<file path="src/inc/tp_pkg.sv">
// package: constants, states and carriers for the twisted pair interface
package tp_pkg;

  // ------------------------------------------------------------
  // timing
  // ------------------------------------------------------------
  localparam int CLK_MHZ           = 100;
  localparam int SQL_WINDOW_NS     = 150;
  localparam int SQL_WINDOW_CYC    = (SQL_WINDOW_NS * CLK_MHZ) / 1000;
  localparam int LINK_PULSE_NS     = 100;
  localparam int LINK_PULSE_CYC    = (LINK_PULSE_NS * CLK_MHZ + 999) / 1000;
  localparam int LINK_PERIOD_MS    = 16;
  localparam int LINK_PERIOD_CYC   = LINK_PERIOD_MS * CLK_MHZ * 1000;
  localparam int LINK_LOSS_MS      = 100;
  localparam int LINK_LOSS_CYC     = LINK_LOSS_MS * CLK_MHZ * 1000;
  localparam int JABBER_MS         = 26;
  localparam int JABBER_CYC        = JABBER_MS * CLK_MHZ * 1000;
  localparam int UNJAB_MS          = 750;
  localparam int UNJAB_CYC         = UNJAB_MS * CLK_MHZ * 1000;
  localparam int SQE_DELAY_NS      = 1000;
  localparam int SQE_DELAY_CYC     = (SQE_DELAY_NS * CLK_MHZ) / 1000;
  localparam int SQE_FREQ_MHZ      = 10;
  localparam int SQE_HALF_CYC      = CLK_MHZ / (2 * SQE_FREQ_MHZ);
  localparam int SQE_CYCLES        = 10;
  localparam int PREEMPH_NS        = 50;
  localparam int PREEMPH_CYC       = (PREEMPH_NS * CLK_MHZ) / 1000;
  localparam int BIT_NS            = 100;
  localparam int BIT_CYC           = (BIT_NS * CLK_MHZ) / 1000;
  localparam int COL_TX_BITS       = 7;

  // ------------------------------------------------------------
  // types
  // ------------------------------------------------------------
  typedef enum logic [1:0] {SQ_IDLE, SQ_OPP, SQ_ORIG, SQ_VALID} squelch_e;

  // comparator outputs from the analog front end, all three level sets
  typedef struct packed {
    logic pos_std;
    logic neg_std;
    logic pos_low;
    logic neg_low;
    logic pos_rx;
    logic neg_rx;
  } tp_receive_in_s;

  typedef struct packed {
    logic tx_p;
    logic tx_n;
    logic txd_p;
    logic txd_n;
  } tp_transmit_out_s;

  typedef struct packed {
    logic receive_activity_indicator;
    logic transmit_activity_indicator;
    logic collision_indicator;
    logic link_good_indicator;
    logic polarity_indicator;
  } indicators_s;

endpackage

</file>
<file path="src/logic/squelch_qual.sv">
// module: smart receive squelch qualification and end of packet
`timescale 1ns/10ps
module squelch_qual
  import tp_pkg::*;
(
  input  wire logic           clk_sys_i,
  input  wire logic           rst_i,
  input  wire logic           enable_i,
  input  wire logic           squelch_threshold_select_i,
  input  wire tp_receive_in_s tp_receive_in_i,
  output logic                data_valid_o,
  output logic                polarity_o
);
  typedef struct packed {
    squelch_e    st;
    logic [15:0] cnt;
    logic        first_pos;
    logic        pol;
  } sq_state_s;

  sq_state_s cur_ff;
  sq_state_s nxt_cur;
  logic      hit_p;
  logic      hit_n;

  // ------------------------------------------------------------
  // qualification sequence
  // ------------------------------------------------------------
  always_comb begin
    // only the level differs between modes; sequence is shared
    hit_p = squelch_threshold_select_i ? tp_receive_in_i.pos_low : tp_receive_in_i.pos_std;
    hit_n = squelch_threshold_select_i ? tp_receive_in_i.neg_low : tp_receive_in_i.neg_std;
    nxt_cur = cur_ff;
    nxt_cur.cnt = cur_ff.cnt + 16'h0001;
    unique case (cur_ff.st)
      SQ_IDLE: begin
        nxt_cur.cnt = 16'h0000;
        if (hit_p || hit_n) begin
          nxt_cur.st = SQ_OPP;
          nxt_cur.first_pos = hit_p;
        end
      end
      SQ_OPP: begin
        if (cur_ff.first_pos ? hit_n : hit_p) begin
          nxt_cur.st = SQ_ORIG;
          nxt_cur.cnt = 16'h0000;
        end else if (cur_ff.cnt >= 16'(SQL_WINDOW_CYC - 1)) begin
          nxt_cur.st = SQ_IDLE;
        end
      end
      SQ_ORIG: begin
        if (cur_ff.first_pos ? hit_p : hit_n) begin
          nxt_cur.st = SQ_VALID;
          nxt_cur.cnt = 16'h0000;
          nxt_cur.pol = cur_ff.first_pos;
        end else if (cur_ff.cnt >= 16'(SQL_WINDOW_CYC - 1)) begin
          nxt_cur.st = SQ_IDLE;
        end
      end
      SQ_VALID: begin
        // lowered receive levels keep noise from ending the packet
        if (tp_receive_in_i.pos_rx || tp_receive_in_i.neg_rx) begin
          nxt_cur.cnt = 16'h0000;
        end else if (cur_ff.cnt >= 16'(SQL_WINDOW_CYC)) begin
          nxt_cur.st = SQ_IDLE;
        end
      end
    endcase
    if (!enable_i) begin
      nxt_cur.st = SQ_IDLE;
    end
  end

  always_ff @(posedge clk_sys_i) begin
    if (rst_i) begin
      cur_ff <= '{st: SQ_IDLE, cnt: 16'h0000, first_pos: 1'b0, pol: 1'b0};
    end else begin
      cur_ff <= nxt_cur;
    end
  end

  assign data_valid_o = (cur_ff.st == SQ_VALID);
  assign polarity_o   = cur_ff.pol;
endmodule

</file>
<file path="src/logic/jabber_ctl.sv">
// module: jabber timer and unjab interval
`timescale 1ns/10ps
module jabber_ctl
  import tp_pkg::*;
#(
  parameter int JABBER_CYCLES = JABBER_CYC,
  parameter int UNJAB_CYCLES  = UNJAB_CYC
) (
  input  wire logic clk_sys_i,
  input  wire logic rst_i,
  input  wire logic tx_enable_i,
  output logic      jabbered_o
);
  typedef struct packed {
    logic        jab;
    logic [31:0] cnt;
  } jab_state_s;

  jab_state_s cur_ff;
  jab_state_s nxt_cur;

  // ------------------------------------------------------------
  // timer
  // ------------------------------------------------------------
  always_comb begin
    nxt_cur = cur_ff;
    if (!cur_ff.jab) begin
      if (!tx_enable_i) begin
        nxt_cur.cnt = 32'h00000000;
      end else if (cur_ff.cnt >= 32'(JABBER_CYCLES - 1)) begin
        nxt_cur.jab = 1'b1;
        nxt_cur.cnt = 32'h00000000;
      end else begin
        nxt_cur.cnt = cur_ff.cnt + 32'h00000001;
      end
    end else begin
      // any transmit enable restarts the unjab wait
      if (tx_enable_i) begin
        nxt_cur.cnt = 32'h00000000;
      end else if (cur_ff.cnt >= 32'(UNJAB_CYCLES - 1)) begin
        nxt_cur.jab = 1'b0;
        nxt_cur.cnt = 32'h00000000;
      end else begin
        nxt_cur.cnt = cur_ff.cnt + 32'h00000001;
      end
    end
  end

  always_ff @(posedge clk_sys_i) begin
    if (rst_i) begin
      cur_ff <= '{jab: 1'b0, cnt: 32'h00000000};
    end else begin
      cur_ff <= nxt_cur;
    end
  end

  assign jabbered_o = cur_ff.jab;
endmodule

</file>
<file path="src/logic/twisted_pair_interface.sv">
// module: twisted pair interface digital control, top level
`timescale 1ns/10ps
// ------------------------------------------------------------
// How it works
// - at packet start, pulses below the selected squelch level are rejected
// - opposite polarity level must follow within 150 ns, else noise
// - original polarity level must recur within a further 150 ns
// - valid data raised only after all three checks; a missed check resets the sequencer
// - valid held until no level crossed for over 150 ns: end of packet
// - lowered thresholds apply while qualified data is received
// - select input picks standard or reduced levels, same sequence and timing
// - collision when receive and transmit are active together
// - collision reported immediately if receiving first
// - if transmitting first, report after seven bits received in collision
// - collision report held for the whole collision
// - about 1 us after each transmit not cut by jabber, ten 10 MHz heartbeat cycles
// - idle transmit sends 100 ns link pulse on positive output every 16 ms
// - no valid remote link pulses disables transmit, receive and collision
// - link good indicator active while link judged good
// - link check disable input bypasses link integrity
// - transmit active over 26 ms disables the transmit outputs
// - after jabber, re-enable only after enable low about 750 ms
// - true, complement and 50 ns delayed copies drive pre-emphasis
// - separate receive, transmit, collision, link and polarity indicators
// ------------------------------------------------------------
module twisted_pair_interface
  import tp_pkg::*;
#(
  parameter int LINK_PERIOD_CYCLES = LINK_PERIOD_CYC,
  parameter int LINK_LOSS_CYCLES   = LINK_LOSS_CYC,
  parameter int JABBER_CYCLES      = JABBER_CYC,
  parameter int UNJAB_CYCLES       = UNJAB_CYC
) (
  input  wire logic             clk_sys_i,
  input  wire logic             rst_i,
  input  wire logic             squelch_threshold_select_i,
  input  wire logic             link_check_disable_i,
  input  wire tp_receive_in_s   tp_receive_in_i,
  input  wire logic             link_pulse_seen_i,
  input  wire logic             tx_enable_i,
  input  wire logic             tx_data_i,
  output tp_transmit_out_s      tp_transmit_out_o,
  output logic                  carrier_sense_o,
  output logic                  collision_o,
  output indicators_s           indicators_o
);
  // ------------------------------------------------------------
  // state
  // ------------------------------------------------------------
  typedef struct packed {
    logic [PREEMPH_CYC-1:0] dly_p;
    logic [PREEMPH_CYC-1:0] dly_n;
    tp_transmit_out_s       txo;
    logic                   col_raw_q;
    logic                   col_from_tx;
    logic                   col_rep;
    logic [3:0]             col_bits;
    logic [7:0]             bit_cnt;
    logic                   tx_q;
    logic                   sqe_wait;
    logic                   sqe_run;
    logic [7:0]             sqe_cnt;
    logic [4:0]             sqe_cyc;
    logic                   sqe_lvl;
    logic [31:0]            lp_cnt;
    logic [7:0]             lp_w;
    logic [31:0]            loss_cnt;
    logic                   link_ok;
    logic                   cs;
    logic                   col_o;
    indicators_s            ind;
  } top_state_s;

  top_state_s cur_ff;
  top_state_s nxt_cur;
  logic       rx_valid;
  logic       rx_pol;
  logic       jabbered;
  logic       path_en;
  logic       tx_act;
  logic       col_raw;

  // ------------------------------------------------------------
  // sub blocks
  // ------------------------------------------------------------
  squelch_qual u_squelch (
    .clk_sys_i                  (clk_sys_i),
    .rst_i                      (rst_i),
    .enable_i                   (path_en),
    .squelch_threshold_select_i (squelch_threshold_select_i),
    .tp_receive_in_i            (tp_receive_in_i),
    .data_valid_o               (rx_valid),
    .polarity_o                 (rx_pol)
  );

  jabber_ctl #(
    .JABBER_CYCLES (JABBER_CYCLES),
    .UNJAB_CYCLES  (UNJAB_CYCLES)
  ) u_jabber (
    .clk_sys_i   (clk_sys_i),
    .rst_i       (rst_i),
    .tx_enable_i (tx_enable_i),
    .jabbered_o  (jabbered)
  );

  assign path_en = cur_ff.link_ok || link_check_disable_i;
  assign tx_act  = tx_enable_i && path_en && !jabbered;
  assign col_raw = rx_valid && tx_act;

  // ------------------------------------------------------------
  // next state
  // ------------------------------------------------------------
  always_comb begin
    nxt_cur = cur_ff;
    nxt_cur.tx_q = tx_act;
    nxt_cur.col_raw_q = col_raw;

    // link integrity: each seen pulse restarts the loss timer
    if (link_pulse_seen_i) begin
      nxt_cur.loss_cnt = 32'h00000000;
      nxt_cur.link_ok = 1'b1;
    end else if (cur_ff.loss_cnt >= 32'(LINK_LOSS_CYCLES - 1)) begin
      nxt_cur.link_ok = 1'b0;
    end else begin
      nxt_cur.loss_cnt = cur_ff.loss_cnt + 32'h00000001;
    end

    // collision: who was first decides when it is reported
    if (!col_raw) begin
      nxt_cur.col_rep = 1'b0;
      nxt_cur.col_bits = 4'h0;
      nxt_cur.bit_cnt = 8'h00;
    end else if (!cur_ff.col_raw_q) begin
      nxt_cur.col_from_tx = cur_ff.tx_q && !rx_valid ? 1'b1 : cur_ff.tx_q;
      nxt_cur.col_rep = !cur_ff.tx_q;
      nxt_cur.bit_cnt = 8'h00;
    end else if (!cur_ff.col_rep) begin
      if (cur_ff.bit_cnt >= 8'(BIT_CYC - 1)) begin
        nxt_cur.bit_cnt = 8'h00;
        nxt_cur.col_bits = cur_ff.col_bits + 4'h1;
        if (cur_ff.col_bits >= 4'(COL_TX_BITS - 1)) begin
          nxt_cur.col_rep = 1'b1;
        end
      end else begin
        nxt_cur.bit_cnt = cur_ff.bit_cnt + 8'h01;
      end
    end

    // heartbeat after each transmit end not caused by jabber
    if (cur_ff.tx_q && !tx_act && !jabbered) begin
      nxt_cur.sqe_wait = 1'b1;
      nxt_cur.sqe_cnt = 8'h00;
    end else if (cur_ff.sqe_wait) begin
      if (cur_ff.sqe_cnt >= 8'(SQE_DELAY_CYC - 1)) begin
        nxt_cur.sqe_wait = 1'b0;
        nxt_cur.sqe_run = 1'b1;
        nxt_cur.sqe_cnt = 8'h00;
        nxt_cur.sqe_cyc = 5'h00;
        nxt_cur.sqe_lvl = 1'b1;
      end else begin
        nxt_cur.sqe_cnt = cur_ff.sqe_cnt + 8'h01;
      end
    end else if (cur_ff.sqe_run) begin
      if (cur_ff.sqe_cnt >= 8'(SQE_HALF_CYC - 1)) begin
        nxt_cur.sqe_cnt = 8'h00;
        nxt_cur.sqe_lvl = !cur_ff.sqe_lvl;
        nxt_cur.sqe_cyc = cur_ff.sqe_cyc + 5'h01;
        if (cur_ff.sqe_cyc >= 5'(2 * SQE_CYCLES - 1)) begin
          nxt_cur.sqe_run = 1'b0;
          nxt_cur.sqe_lvl = 1'b0;
        end
      end else begin
        nxt_cur.sqe_cnt = cur_ff.sqe_cnt + 8'h01;
      end
    end

    // link pulse generator, held off while data is sent
    if (tx_enable_i) begin
      nxt_cur.lp_cnt = 32'h00000000;
      nxt_cur.lp_w = 8'h00;
    end else if (cur_ff.lp_cnt >= 32'(LINK_PERIOD_CYCLES - 1)) begin
      nxt_cur.lp_cnt = 32'h00000000;
      nxt_cur.lp_w = 8'(LINK_PULSE_CYC);
    end else begin
      nxt_cur.lp_cnt = cur_ff.lp_cnt + 32'h00000001;
      if (cur_ff.lp_w != 8'h00) begin
        nxt_cur.lp_w = cur_ff.lp_w - 8'h01;
      end
    end

    // transmit pins; jabber forces both lines idle
    nxt_cur.txo.tx_p = 1'b0;
    nxt_cur.txo.tx_n = 1'b0;
    if (tx_act) begin
      nxt_cur.txo.tx_p = tx_data_i;
      nxt_cur.txo.tx_n = !tx_data_i;
    end else if (nxt_cur.lp_w != 8'h00 && !jabbered) begin
      nxt_cur.txo.tx_p = 1'b1;
    end
    // the delay line is a shift register, so its length tracks the clock rate
    nxt_cur.dly_p = {cur_ff.dly_p[PREEMPH_CYC-2:0], nxt_cur.txo.tx_p};
    nxt_cur.dly_n = {cur_ff.dly_n[PREEMPH_CYC-2:0], nxt_cur.txo.tx_n};
    // last tap of the line, so the copy trails the live pins by the full delay
    nxt_cur.txo.txd_p = cur_ff.dly_p[PREEMPH_CYC-1];
    nxt_cur.txo.txd_n = cur_ff.dly_n[PREEMPH_CYC-1];

    // registered here so the collision pin comes straight from a flip-flop
    nxt_cur.col_o = nxt_cur.col_rep || nxt_cur.sqe_lvl;
    nxt_cur.cs = rx_valid || cur_ff.sqe_run;
    // indicators
    nxt_cur.ind.receive_activity_indicator  = rx_valid;
    nxt_cur.ind.transmit_activity_indicator = tx_act;
    nxt_cur.ind.collision_indicator         = nxt_cur.col_rep || nxt_cur.sqe_lvl;
    nxt_cur.ind.link_good_indicator         = nxt_cur.link_ok;
    nxt_cur.ind.polarity_indicator          = rx_pol;
  end

  always_ff @(posedge clk_sys_i) begin
    if (rst_i) begin
      cur_ff <= '0;
    end else begin
      cur_ff <= nxt_cur;
    end
  end

  assign tp_transmit_out_o = cur_ff.txo;
  assign carrier_sense_o   = cur_ff.cs;
  assign collision_o       = cur_ff.col_o;
  assign indicators_o      = cur_ff.ind;
endmodule

</file>
<file path="config.mk">
export PLATFORM = sky130hd
export DESIGN_NAME = twisted_pair_interface
export DESIGN_NICKNAME = d
export VERILOG_FILES = /design/src/inc/tp_pkg.sv /design/src/logic/squelch_qual.sv /design/src/logic/jabber_ctl.sv /design/src/logic/twisted_pair_interface.sv
export SDC_FILE = /design/constraint.sdc
export NUM_CORES = 1
export LEC_CHECK = 0
export BUFFER_PORTS_ARGS = -buffer_cell sky130_fd_sc_hd__buf_4
export CAP_MARGIN = 20
export CORE_MARGIN = 2
export CORE_UTILIZATION = 55
export CTS_CLUSTER_DIAMETER = 30
export CTS_CLUSTER_SIZE = 16
export DETAILED_ROUTE_END_ITERATION = 16
export GPL_ROUTABILITY_DRIVEN = 0
export GPL_TIMING_DRIVEN = 0
export PLACE_DENSITY = 0.75
export SLEW_MARGIN = 40
export SYNTH_ARGS = -nofsm -noshare
export SYNTH_HDL_FRONTEND = slang
export SYNTH_SLANG_ARGS = --single-unit
</file>
<file path="constraint.sdc">
create_clock -name clk_sys_i -period 2.15 [get_ports clk_sys_i]
set_clock_uncertainty 0.05 [all_clocks]
set_input_delay 0.1075 -clock clk_sys_i [delete_from_list [all_inputs] [get_ports clk_sys_i]]
set_output_delay 0.1075 -clock clk_sys_i [all_outputs]
set_load 0.02 [all_outputs]
</file>
# After elaboration in Yosys (flattened, before gate mapping)
# Cells that the tools add are included.
[totals]
register_bits = 175
input_bits = 13
output_inout_bits = 11
[classes]
add_sub_neg = 9
magnitude_cmp = 11
n_eq_ne = 7
n_mux = 52
bitwise = 5
n_reduce_logical = 34
[op_table]
columns = ["cell", "count"]
rows = [
  ["$mux W32", 4],
  ["$add A32 B1 Y32 const B", 3],
  ["$pmux W18 S4", 1],
  ["$mux W8", 7],
  ["$mux W16", 3],
  ["$mux W33", 1],
  ["$ge A16 B4 Y1 const B", 2],
  ["$ge A32 B21 Y1 const B", 1],
  ["$ge A32 B22 Y1 const B", 1],
  ["$ge A32 B24 Y1 const B", 1],
  ["$ge A32 B27 Y1 const B", 1],
  ["$mux W15", 2],
  ["$mux W13", 2],
  ["$mux W1", 21],
  ["$add A16 B1 Y16 const B", 1],
  ["$add A8 B1 Y8 const B", 2],
  ["$reduce_bool A8 Y1", 2],
  ["$mux W2", 7],
  ["$mux W6", 2],
  ["$ge A8 B3 Y1 const B", 1],
  ["$ge A8 B4 Y1 const B", 1],
  ["$ge A8 B7 Y1 const B", 1],
  ["$reduce_or A2 Y1", 4],
  ["$sub A8 B1 Y8 const B", 1],
  ["other kinds (20)", 46],
]

# Logic depth before layout (Yosys ltp)
# Gate-level depths: netlist of the first run.
[logic_depth]
ltp_word = 8
ltp_mapped = 9
depth_no_buf = 7

# Cells and area by module
# From an unflattened synthesis of the first run, not the netlist that was laid out.
[hier_totals]
cells_unflattened = 863
area_unflattened_um2 = 7823.8
[modules_own_cells]
columns = ["mod", "instances", "cells_each", "area_each_um2", "seq_area_each_um2"]
rows = [
  ["twisted_pair_interface", 1, 560, 5019.8, 2402.3],
  ["jabber_ctl", 1, 176, 1619.1, 660.6],
  ["squelch_qual", 1, 127, 1184.9, 400.4],
]

# Worst setup path before layout of the first run
# Ideal clock, no wire load.
[synth_path]
path_type = "reg-to-reg"
from = "register cur_ff[33] in the netlist's numbering"
to = "register cur_ff[22] in the netlist's numbering"
setup_time_ns = 0.123
arrival_time_ns = 1.962
required_time_ns = 1.977
slack_ns = 0.015
path_stages_with_launch = 7
n_path_buf = 1
synth_period_minus_slack_ns = 2.135
path_cell_list = "dfxtp_1 or4_4 a211oi_4 and2_2 buf_2 nand3_1 mux2_1"
[synth_between]
elab_chain_cells = 1
[synth_rtl]
columns = ["element", "line", "rtl"]
rows = [
  ["start, declared", "twisted_pair_interface.sv:74", "top_state_s cur_ff;"],
  ["start signal, assigned", "twisted_pair_interface.sv:222", "cur_ff <= nxt_cur;"],
  ["$ge A32 B24 Y1", "twisted_pair_interface.sv:122", "end else if (cur_ff.loss_cnt >= 32'(LINK_LOSS_CYCLES - 1)) begin"],
]
# Every way passes these cells.
# A chain may end at the register's enable or synchronous reset.

# Worst setup path in the final report of the first run
[layout_path]
from = "register u_jabber.cur_ff[29] in the netlist's numbering"
to = "register u_jabber.cur_ff[16] in the netlist's numbering"
[layout_between]
elab_chain_cells = 4
elab_cells_between_ends = 7
cone_classes = "2 x order compare; 5 x mux"
[layout_rtl]
columns = ["element", "line", "rtl"]
rows = [
  ["start, declared", "jabber_ctl.sv:19", "jab_state_s cur_ff;"],
  ["start signal, assigned", "jabber_ctl.sv:51", "cur_ff <= '{jab: 1'b0, cnt: 32'h00000000};"],
  ["start signal, assigned", "jabber_ctl.sv:53", "cur_ff <= nxt_cur;"],
  ["$ge A32 B22 Y1 or $ge A32 B27 Y1 (tied branches)", "jabber_ctl.sv:30, jabber_ctl.sv:40", ""],
  ["$mux W32 (on tied branches)", "jabber_ctl.sv:30, jabber_ctl.sv:40", ""],
  ["$mux W32 (on tied branches)", "jabber_ctl.sv:28, jabber_ctl.sv:38", ""],
  ["$mux W33 (*)", "jabber_ctl.sv:27", "if (!cur_ff.jab) begin"],
]
# Every way passes the cells marked *; elsewhere a longest branch is shown, timed or not.

==> results of run 1 <==
path summary, 6_finish.rpt:
path                                           start                    to  slack, ns  cells past startpoint
worst min-delay path            link_check_disable_i  u_squelch.cur_ff[19]       0.03                      3
worst max-delay path             u_jabber.cur_ff[29]   u_jabber.cur_ff[16]      -0.04                      7
worst max register to register   u_jabber.cur_ff[29]   u_jabber.cur_ff[16]      -0.04                      7
worst min register to register           cur_ff[122]           cur_ff[123]       0.38                      1
cell families after synthesis:
| group | synth area share |
|---|---|
| flops | 0.450 |
| fa+ha+maj | 0.0244 |
| compound gates | 0.119 |
| simple gates | 0.273 |
| buf+inv | 0.0351 |
| other cells | 0.000487 |
| mux | 0.00975 |
| xor+xnor | 0.0887 |
flip-flops by register name, indices dropped and copies added, names as in the netlist:
register	count
u_jabber.jabbered_o	1
carrier_sense_o	1
u_jabber.cur_ff	32
u_squelch.cur_ff	19
tp_transmit_out_o	2
indicators_o	5
u_squelch.polarity_o	1
cur_ff	112
power by group:
part	internal (mW)	leakage [nW]	switching, mW
Sequential	3.24	1.41	0.0294
Combinational	0.0923	1.74	0.130
Clock	1.93	0.299	1.28
cells in the mapped netlist, types with 22 or more instances:
master / count / area share
o21ai_0: 23 / 0.015
nor2_1: 93 / 0.045
and3_1: 25 / 0.020
dfxtp_1: 173 / 0.45
a21oi_1: 59 / 0.038
nand2_1: 59 / 0.029
xor2_1: 55 / 0.063
xnor2_1: 23 / 0.026
nand3_1: 49 / 0.032
clkbuf_1: 22 / 0.011
nand4_1: 30 / 0.024
nor3_1: 27 / 0.018
layer usage:
metal | vias to the layer above | wire length, um | global-route usage | part of all wire
li1 | 3226 | - | - | -
met1 | 3027 | 7560 | 0.280 | 0.45
met2 | 148 | 8180 | 0.358 | 0.49
met3 | 23 | 738 | 0.0613 | 0.044
met4 | 0 | 200 | 0.0682 | 0.012
met5 | - | 0 | 0 | 0
worst max-delay path, cell delays in order, from the launching register on:
cell and delay, ns:
dfxtp_1 0.30, or4_4 0.56, nor3b_4 0.20, or4b_4 0.51
nand4_4 0.13, buf_12 0.14, buf_6 0.12, a21oi_1 0.06
timing repair:
item / CTS / global route
setup endpoints to repair: 78 / 69
gates resized for setup: 25 / 67
pin swaps: 7 / 18
endpoints found under the hold margin: 6 / 0
cloned: 1 / 2
hold buffers: 4 / 0
buffers inserted: 5 / 6
area by class of cell:
type                       instances  area, um2
buffer                            35        235
clock buffer                      20        467
clock inverter                    12        158
fill                            1109       4480
inverter                          20       75.1
multi-input combinational        653       4310
sequential                       173       3470
tap                              180        225
timing repair buffer              40        359
per-stage QoR:
step | setup TNS [ns] | utilization
2_1_floorplan | 0 | -
3_3_place_gp | -6.92 | 0.592
3_5_place_dp | -7.78 | 0.592
4_1_cts | 0 | 0.652
5_1_grt | -1.82 | 0.675
6_report | -0.347 | 0.675
==> flow_summary.yaml, run 1 <==
logic_synthesis:
  synth_edf_count: 0
  synth-seq-cells: 173
  synthDistinctLibCells: 70
  synth_cells: 870
  postSynth.topFlopCell: "dfxtp_1"
  async_reset_ff_frac: 0
  netlist_area_mm2: 0.00770
  yosysSeqAreaShare: 0.450
  ys_warn_count: 0
  synth_area_per_cell_um2: 8.85
cts:
  cts_sinks: 173
  cts_buffer_depth: 2
  htreeDepth: 4
  clock_latency_ns: 0.43
  clockRootBuffer: "clkbuf_16"
  cts_inserted_buffers: 17
  clk_pin_slew_worst_paths_ns: 0.07
  cts_tree: "yes"
timing:
  rsz0062_at_grt: "yes"
  whs_ns: 0.0272
  worst_pin_slew_ns: 0.858
  setup-violations-final: 19
  slew_violations: 0
  period_minus_slack_ns: 2.19
  fin_crit_sh: 1.02
  setup_ws_ns: -0.0362
  max_freq_mhz: 457
  hold_viol_final: 0
  timing.slew.headroom: 0.423
floorplan:
  die_w_um: 122
  dieArea_mm2: 0.0150
  start_util: 0.559
  coreArea_mm2: 0.0138
  io-pin-count: 24
  die_height_um: 122
  rows: 43
min_path:
  hp-class: "in2reg"
placed_design:
  place.port_buffers: 23
  dp.final_hpwl_mm: 10.3
  placed_cells: 1088
  placed_area_mm2: 0.00815
  dp_worst_setup_slack_ns: -0.246
layout:
  final_area_mm2: 0.00930
  fin_nets: 968
  finalNonFillerCells: 1133
  mostFrequentLayoutCells: "168 x dfxtp_1, 93 x nor2_1, 59 x nand2_1, 55 x xor2_1"
  drive_above_1_share: 0.163
  areaGrowthSynthToFinish_pct: 20.7
  antenna_cells: 0
  mostFrequentLayoutCell: "dfxtp_1"
routing:
  ant_nets: 0
  viasPerCell: 5.67
  avgRoutedWirePerCell_um: 14.7
  drt_first_pass_iters: 6
  drc: 0
  drt_iter0_markers: 436
  wl_mm: 16.7
  vias: 6424
worst_setup_path:
  worstSetupEndpointType: "flop"
  crit_path_max_fanout: 6
  path_class: "reg2reg"
  crit_path_start_kind: "flop"
  cp.arrival_ns: 2.45
  cp_data_required_time_ns: 2.42
grt:
  grt_pass1_wl_mm: 26.6
  antenna_found_initial: 0
  grt_pass1_vias: 5838
  overflow: 0
  grt.total_usage: 0.219
  grt_max_degree: 17
power_and_ir_drop:
  p_leak_nw: 3.44
  ir_drop_v: 0.000623
  total_power_mw: 6.70
  power_density_mw_per_mm2: 721
run:
  drv_cap: 0
outcome:
  failed_checks: "setup timing"
  status: "finished with violations"
Note: power is estimated with default switching activity, not from simulation.
==> run 2, diff against run 1 <==
Settings changed: CTS_BUF_LIST from default to sky130_fd_sc_hd__clkbuf_4 sky130_fd_sc_hd__clkbuf_8.
==> run 2 against run 1 <==
  * The flow still finishes with violations (setup timing)
  * Register-to-register slack gained 0.02 ns
  * Hold slack gained 0.068 ns
  * Clock power shrank 24%
  * Critical endpoint is now cur_ff[26]
  * Sequential share of layout area grew 0.72 points
  * Die area is the same
  * Largest power group unchanged
  * Combinational power is essentially flat
  * Critical path type unchanged
==> flow_summary.yaml, run 2 (synthesis results as in run 1) <==
run:
  drv_cap: 0
worst_setup_path:
  crit_path_start_kind: "flop"
  worstSetupEndpointType: "flop"
  cp.arrival_ns: 2.49
  crit_path_max_fanout: 5
  path_class: "reg2reg"
  rrSetupSlack_ns: -0.02
  cp_data_required_time_ns: 2.47
grt:
  grt_max_degree: 17
  grt_pass1_wl_mm: 26.1
  antenna_found_initial: 0
  grt_pass1_vias: 5729
  grt.total_usage: 0.214
  overflow: 0
timing:
  worst_pin_slew_ns: 0.795
  finalSetupTns_ns: -0.0655
  period_minus_slack_ns: 2.17
  setup-violations-final: 4
  hold_viol_final: 0
  max_freq_mhz: 461
  rsz0062_at_grt: "yes"
  timing.slew.headroom: 0.466
  fin_crit_sh: 1.01
  slew_violations: 0
  setup_ws_ns: -0.0207
cts:
  htreeDepth: 4
  clockRootBuffer: "clkbuf_8"
  cts_buffer_depth: 2
  clk_pin_slew_worst_paths_ns: 0.08
  cts_sinks: 173
  cts_inserted_buffers: 17
  clock_latency_ns: 0.45
  cts_tree: "yes"
layout:
  fin_nets: 969
  final_area_mm2: 0.00910
  mostFrequentLayoutCell: "dfxtp_1"
  drive_above_1_share: 0.169
  multi_input_area_mm2: 0.00432
  antenna_cells: 0
  nFillCells: 1132
  areaGrowthSynthToFinish_pct: 18.2
  reg.largest.list: "cur_ff (112), u_jabber.cur_ff (32), u_squelch.cur_ff (19)"
  finalNonFillerCells: 1134
  max_flop_register: "cur_ff"
  regArea_mm2: 0.00347
  mostFrequentLayoutCells: "171 x dfxtp_1, 93 x nor2_1, 59 x nand2_1, 55 x xor2_1, 45 x nand3_1"
  fin_util: 0.661
  largest_register_ffs: 112
floorplan:
  dieArea_mm2: 0.0150
  rows: 43
  die_height_um: 122
  coreArea_mm2: 0.0138
  start_util: 0.559
  io-pin-count: 24
  die_w_um: 122
placed_design:
  placed_cells: 1088
  dp_worst_setup_slack_ns: -0.246
  place.port_buffers: 23
  placed_area_mm2: 0.00815
  dp.final_hpwl_mm: 10.3
routing:
  vias: 6282
  viasPerCell: 5.54
  ant_nets: 0
  drt_iter0_markers: 444
  avgRoutedWirePerCell_um: 14.1
  drt_first_pass_iters: 5
  drc: 0
  wl_mm: 16.0
power_and_ir_drop:
  ir_drop_v: 0.000500
  power_density_mw_per_mm2: 651
  p_leak_nw: 3.33
outcome:
  failed_checks: "setup timing"
  status: "finished with violations"
min_path:
  hp-class: "in2reg"
## run 2: cell type report
cell class / count / share of cell area
sequential: 173 / 0.381
buffer: 35 / 0.0254
clock buffer: 20 / 0.0302
multi-input combinational: 653 / 0.474
tap: 180 / 0.0247
timing repair buffer: 41 / 0.0394
inverter: 20 / 0.00825
clock inverter: 12 / 0.0173
## run 2: worst paths after layout
check,cells past startpoint,startpoint,endpoint
max,7,cur_ff[34],cur_ff[26]
min,4,tp_receive_in_i[4],u_squelch.polarity_o
max reg2reg,7,cur_ff[34],cur_ff[26]
min reg2reg,1,cur_ff[122],cur_ff[123]
## run 2: layer usage
layer	track usage	vias up	part of all wire
li1	-	3224	-
met1	0.283	2931	0.48
met2	0.341	117	0.47
met3	0.0567	10	0.037
met5	0	-	0
met4	0.0711	0	0.0071
## run 2: where the power goes
part	switching (mW)	internal (mW)
sequential	0.0291	3.24
clock	1.18	1.25
combinational	0.130	0.0947
total	1.34	4.59
## run 2: through the flow
stage	total power, mW	hold WS [ns]
after global routing	6.14	0.0845
after global placement	3.55	0.258
after floorplan	3.48	0.136
after CTS	5.98	0.0513
final	5.92	0.0956
after detailed placement	3.55	0.257
## run 2: critical path: stages, from the launching register on
cell and delay, ns:
dfxtp_1 0.31, or4_4 0.55, a211oi_4 0.27, buf_12 0.16, nand2_4 0.07, buf_4 0.18, or3_1 0.35, a21oi_1 0.15
## run 2: timing repair
action,4_1_cts,5_1_grt
endpoints found under the hold margin,12,0
gates resized for setup,29,61
setup buffers,4,6
hold buffers,6,0
pin swaps,6,11
gates cloned,1,2
endpoints found under the setup margin,69,76
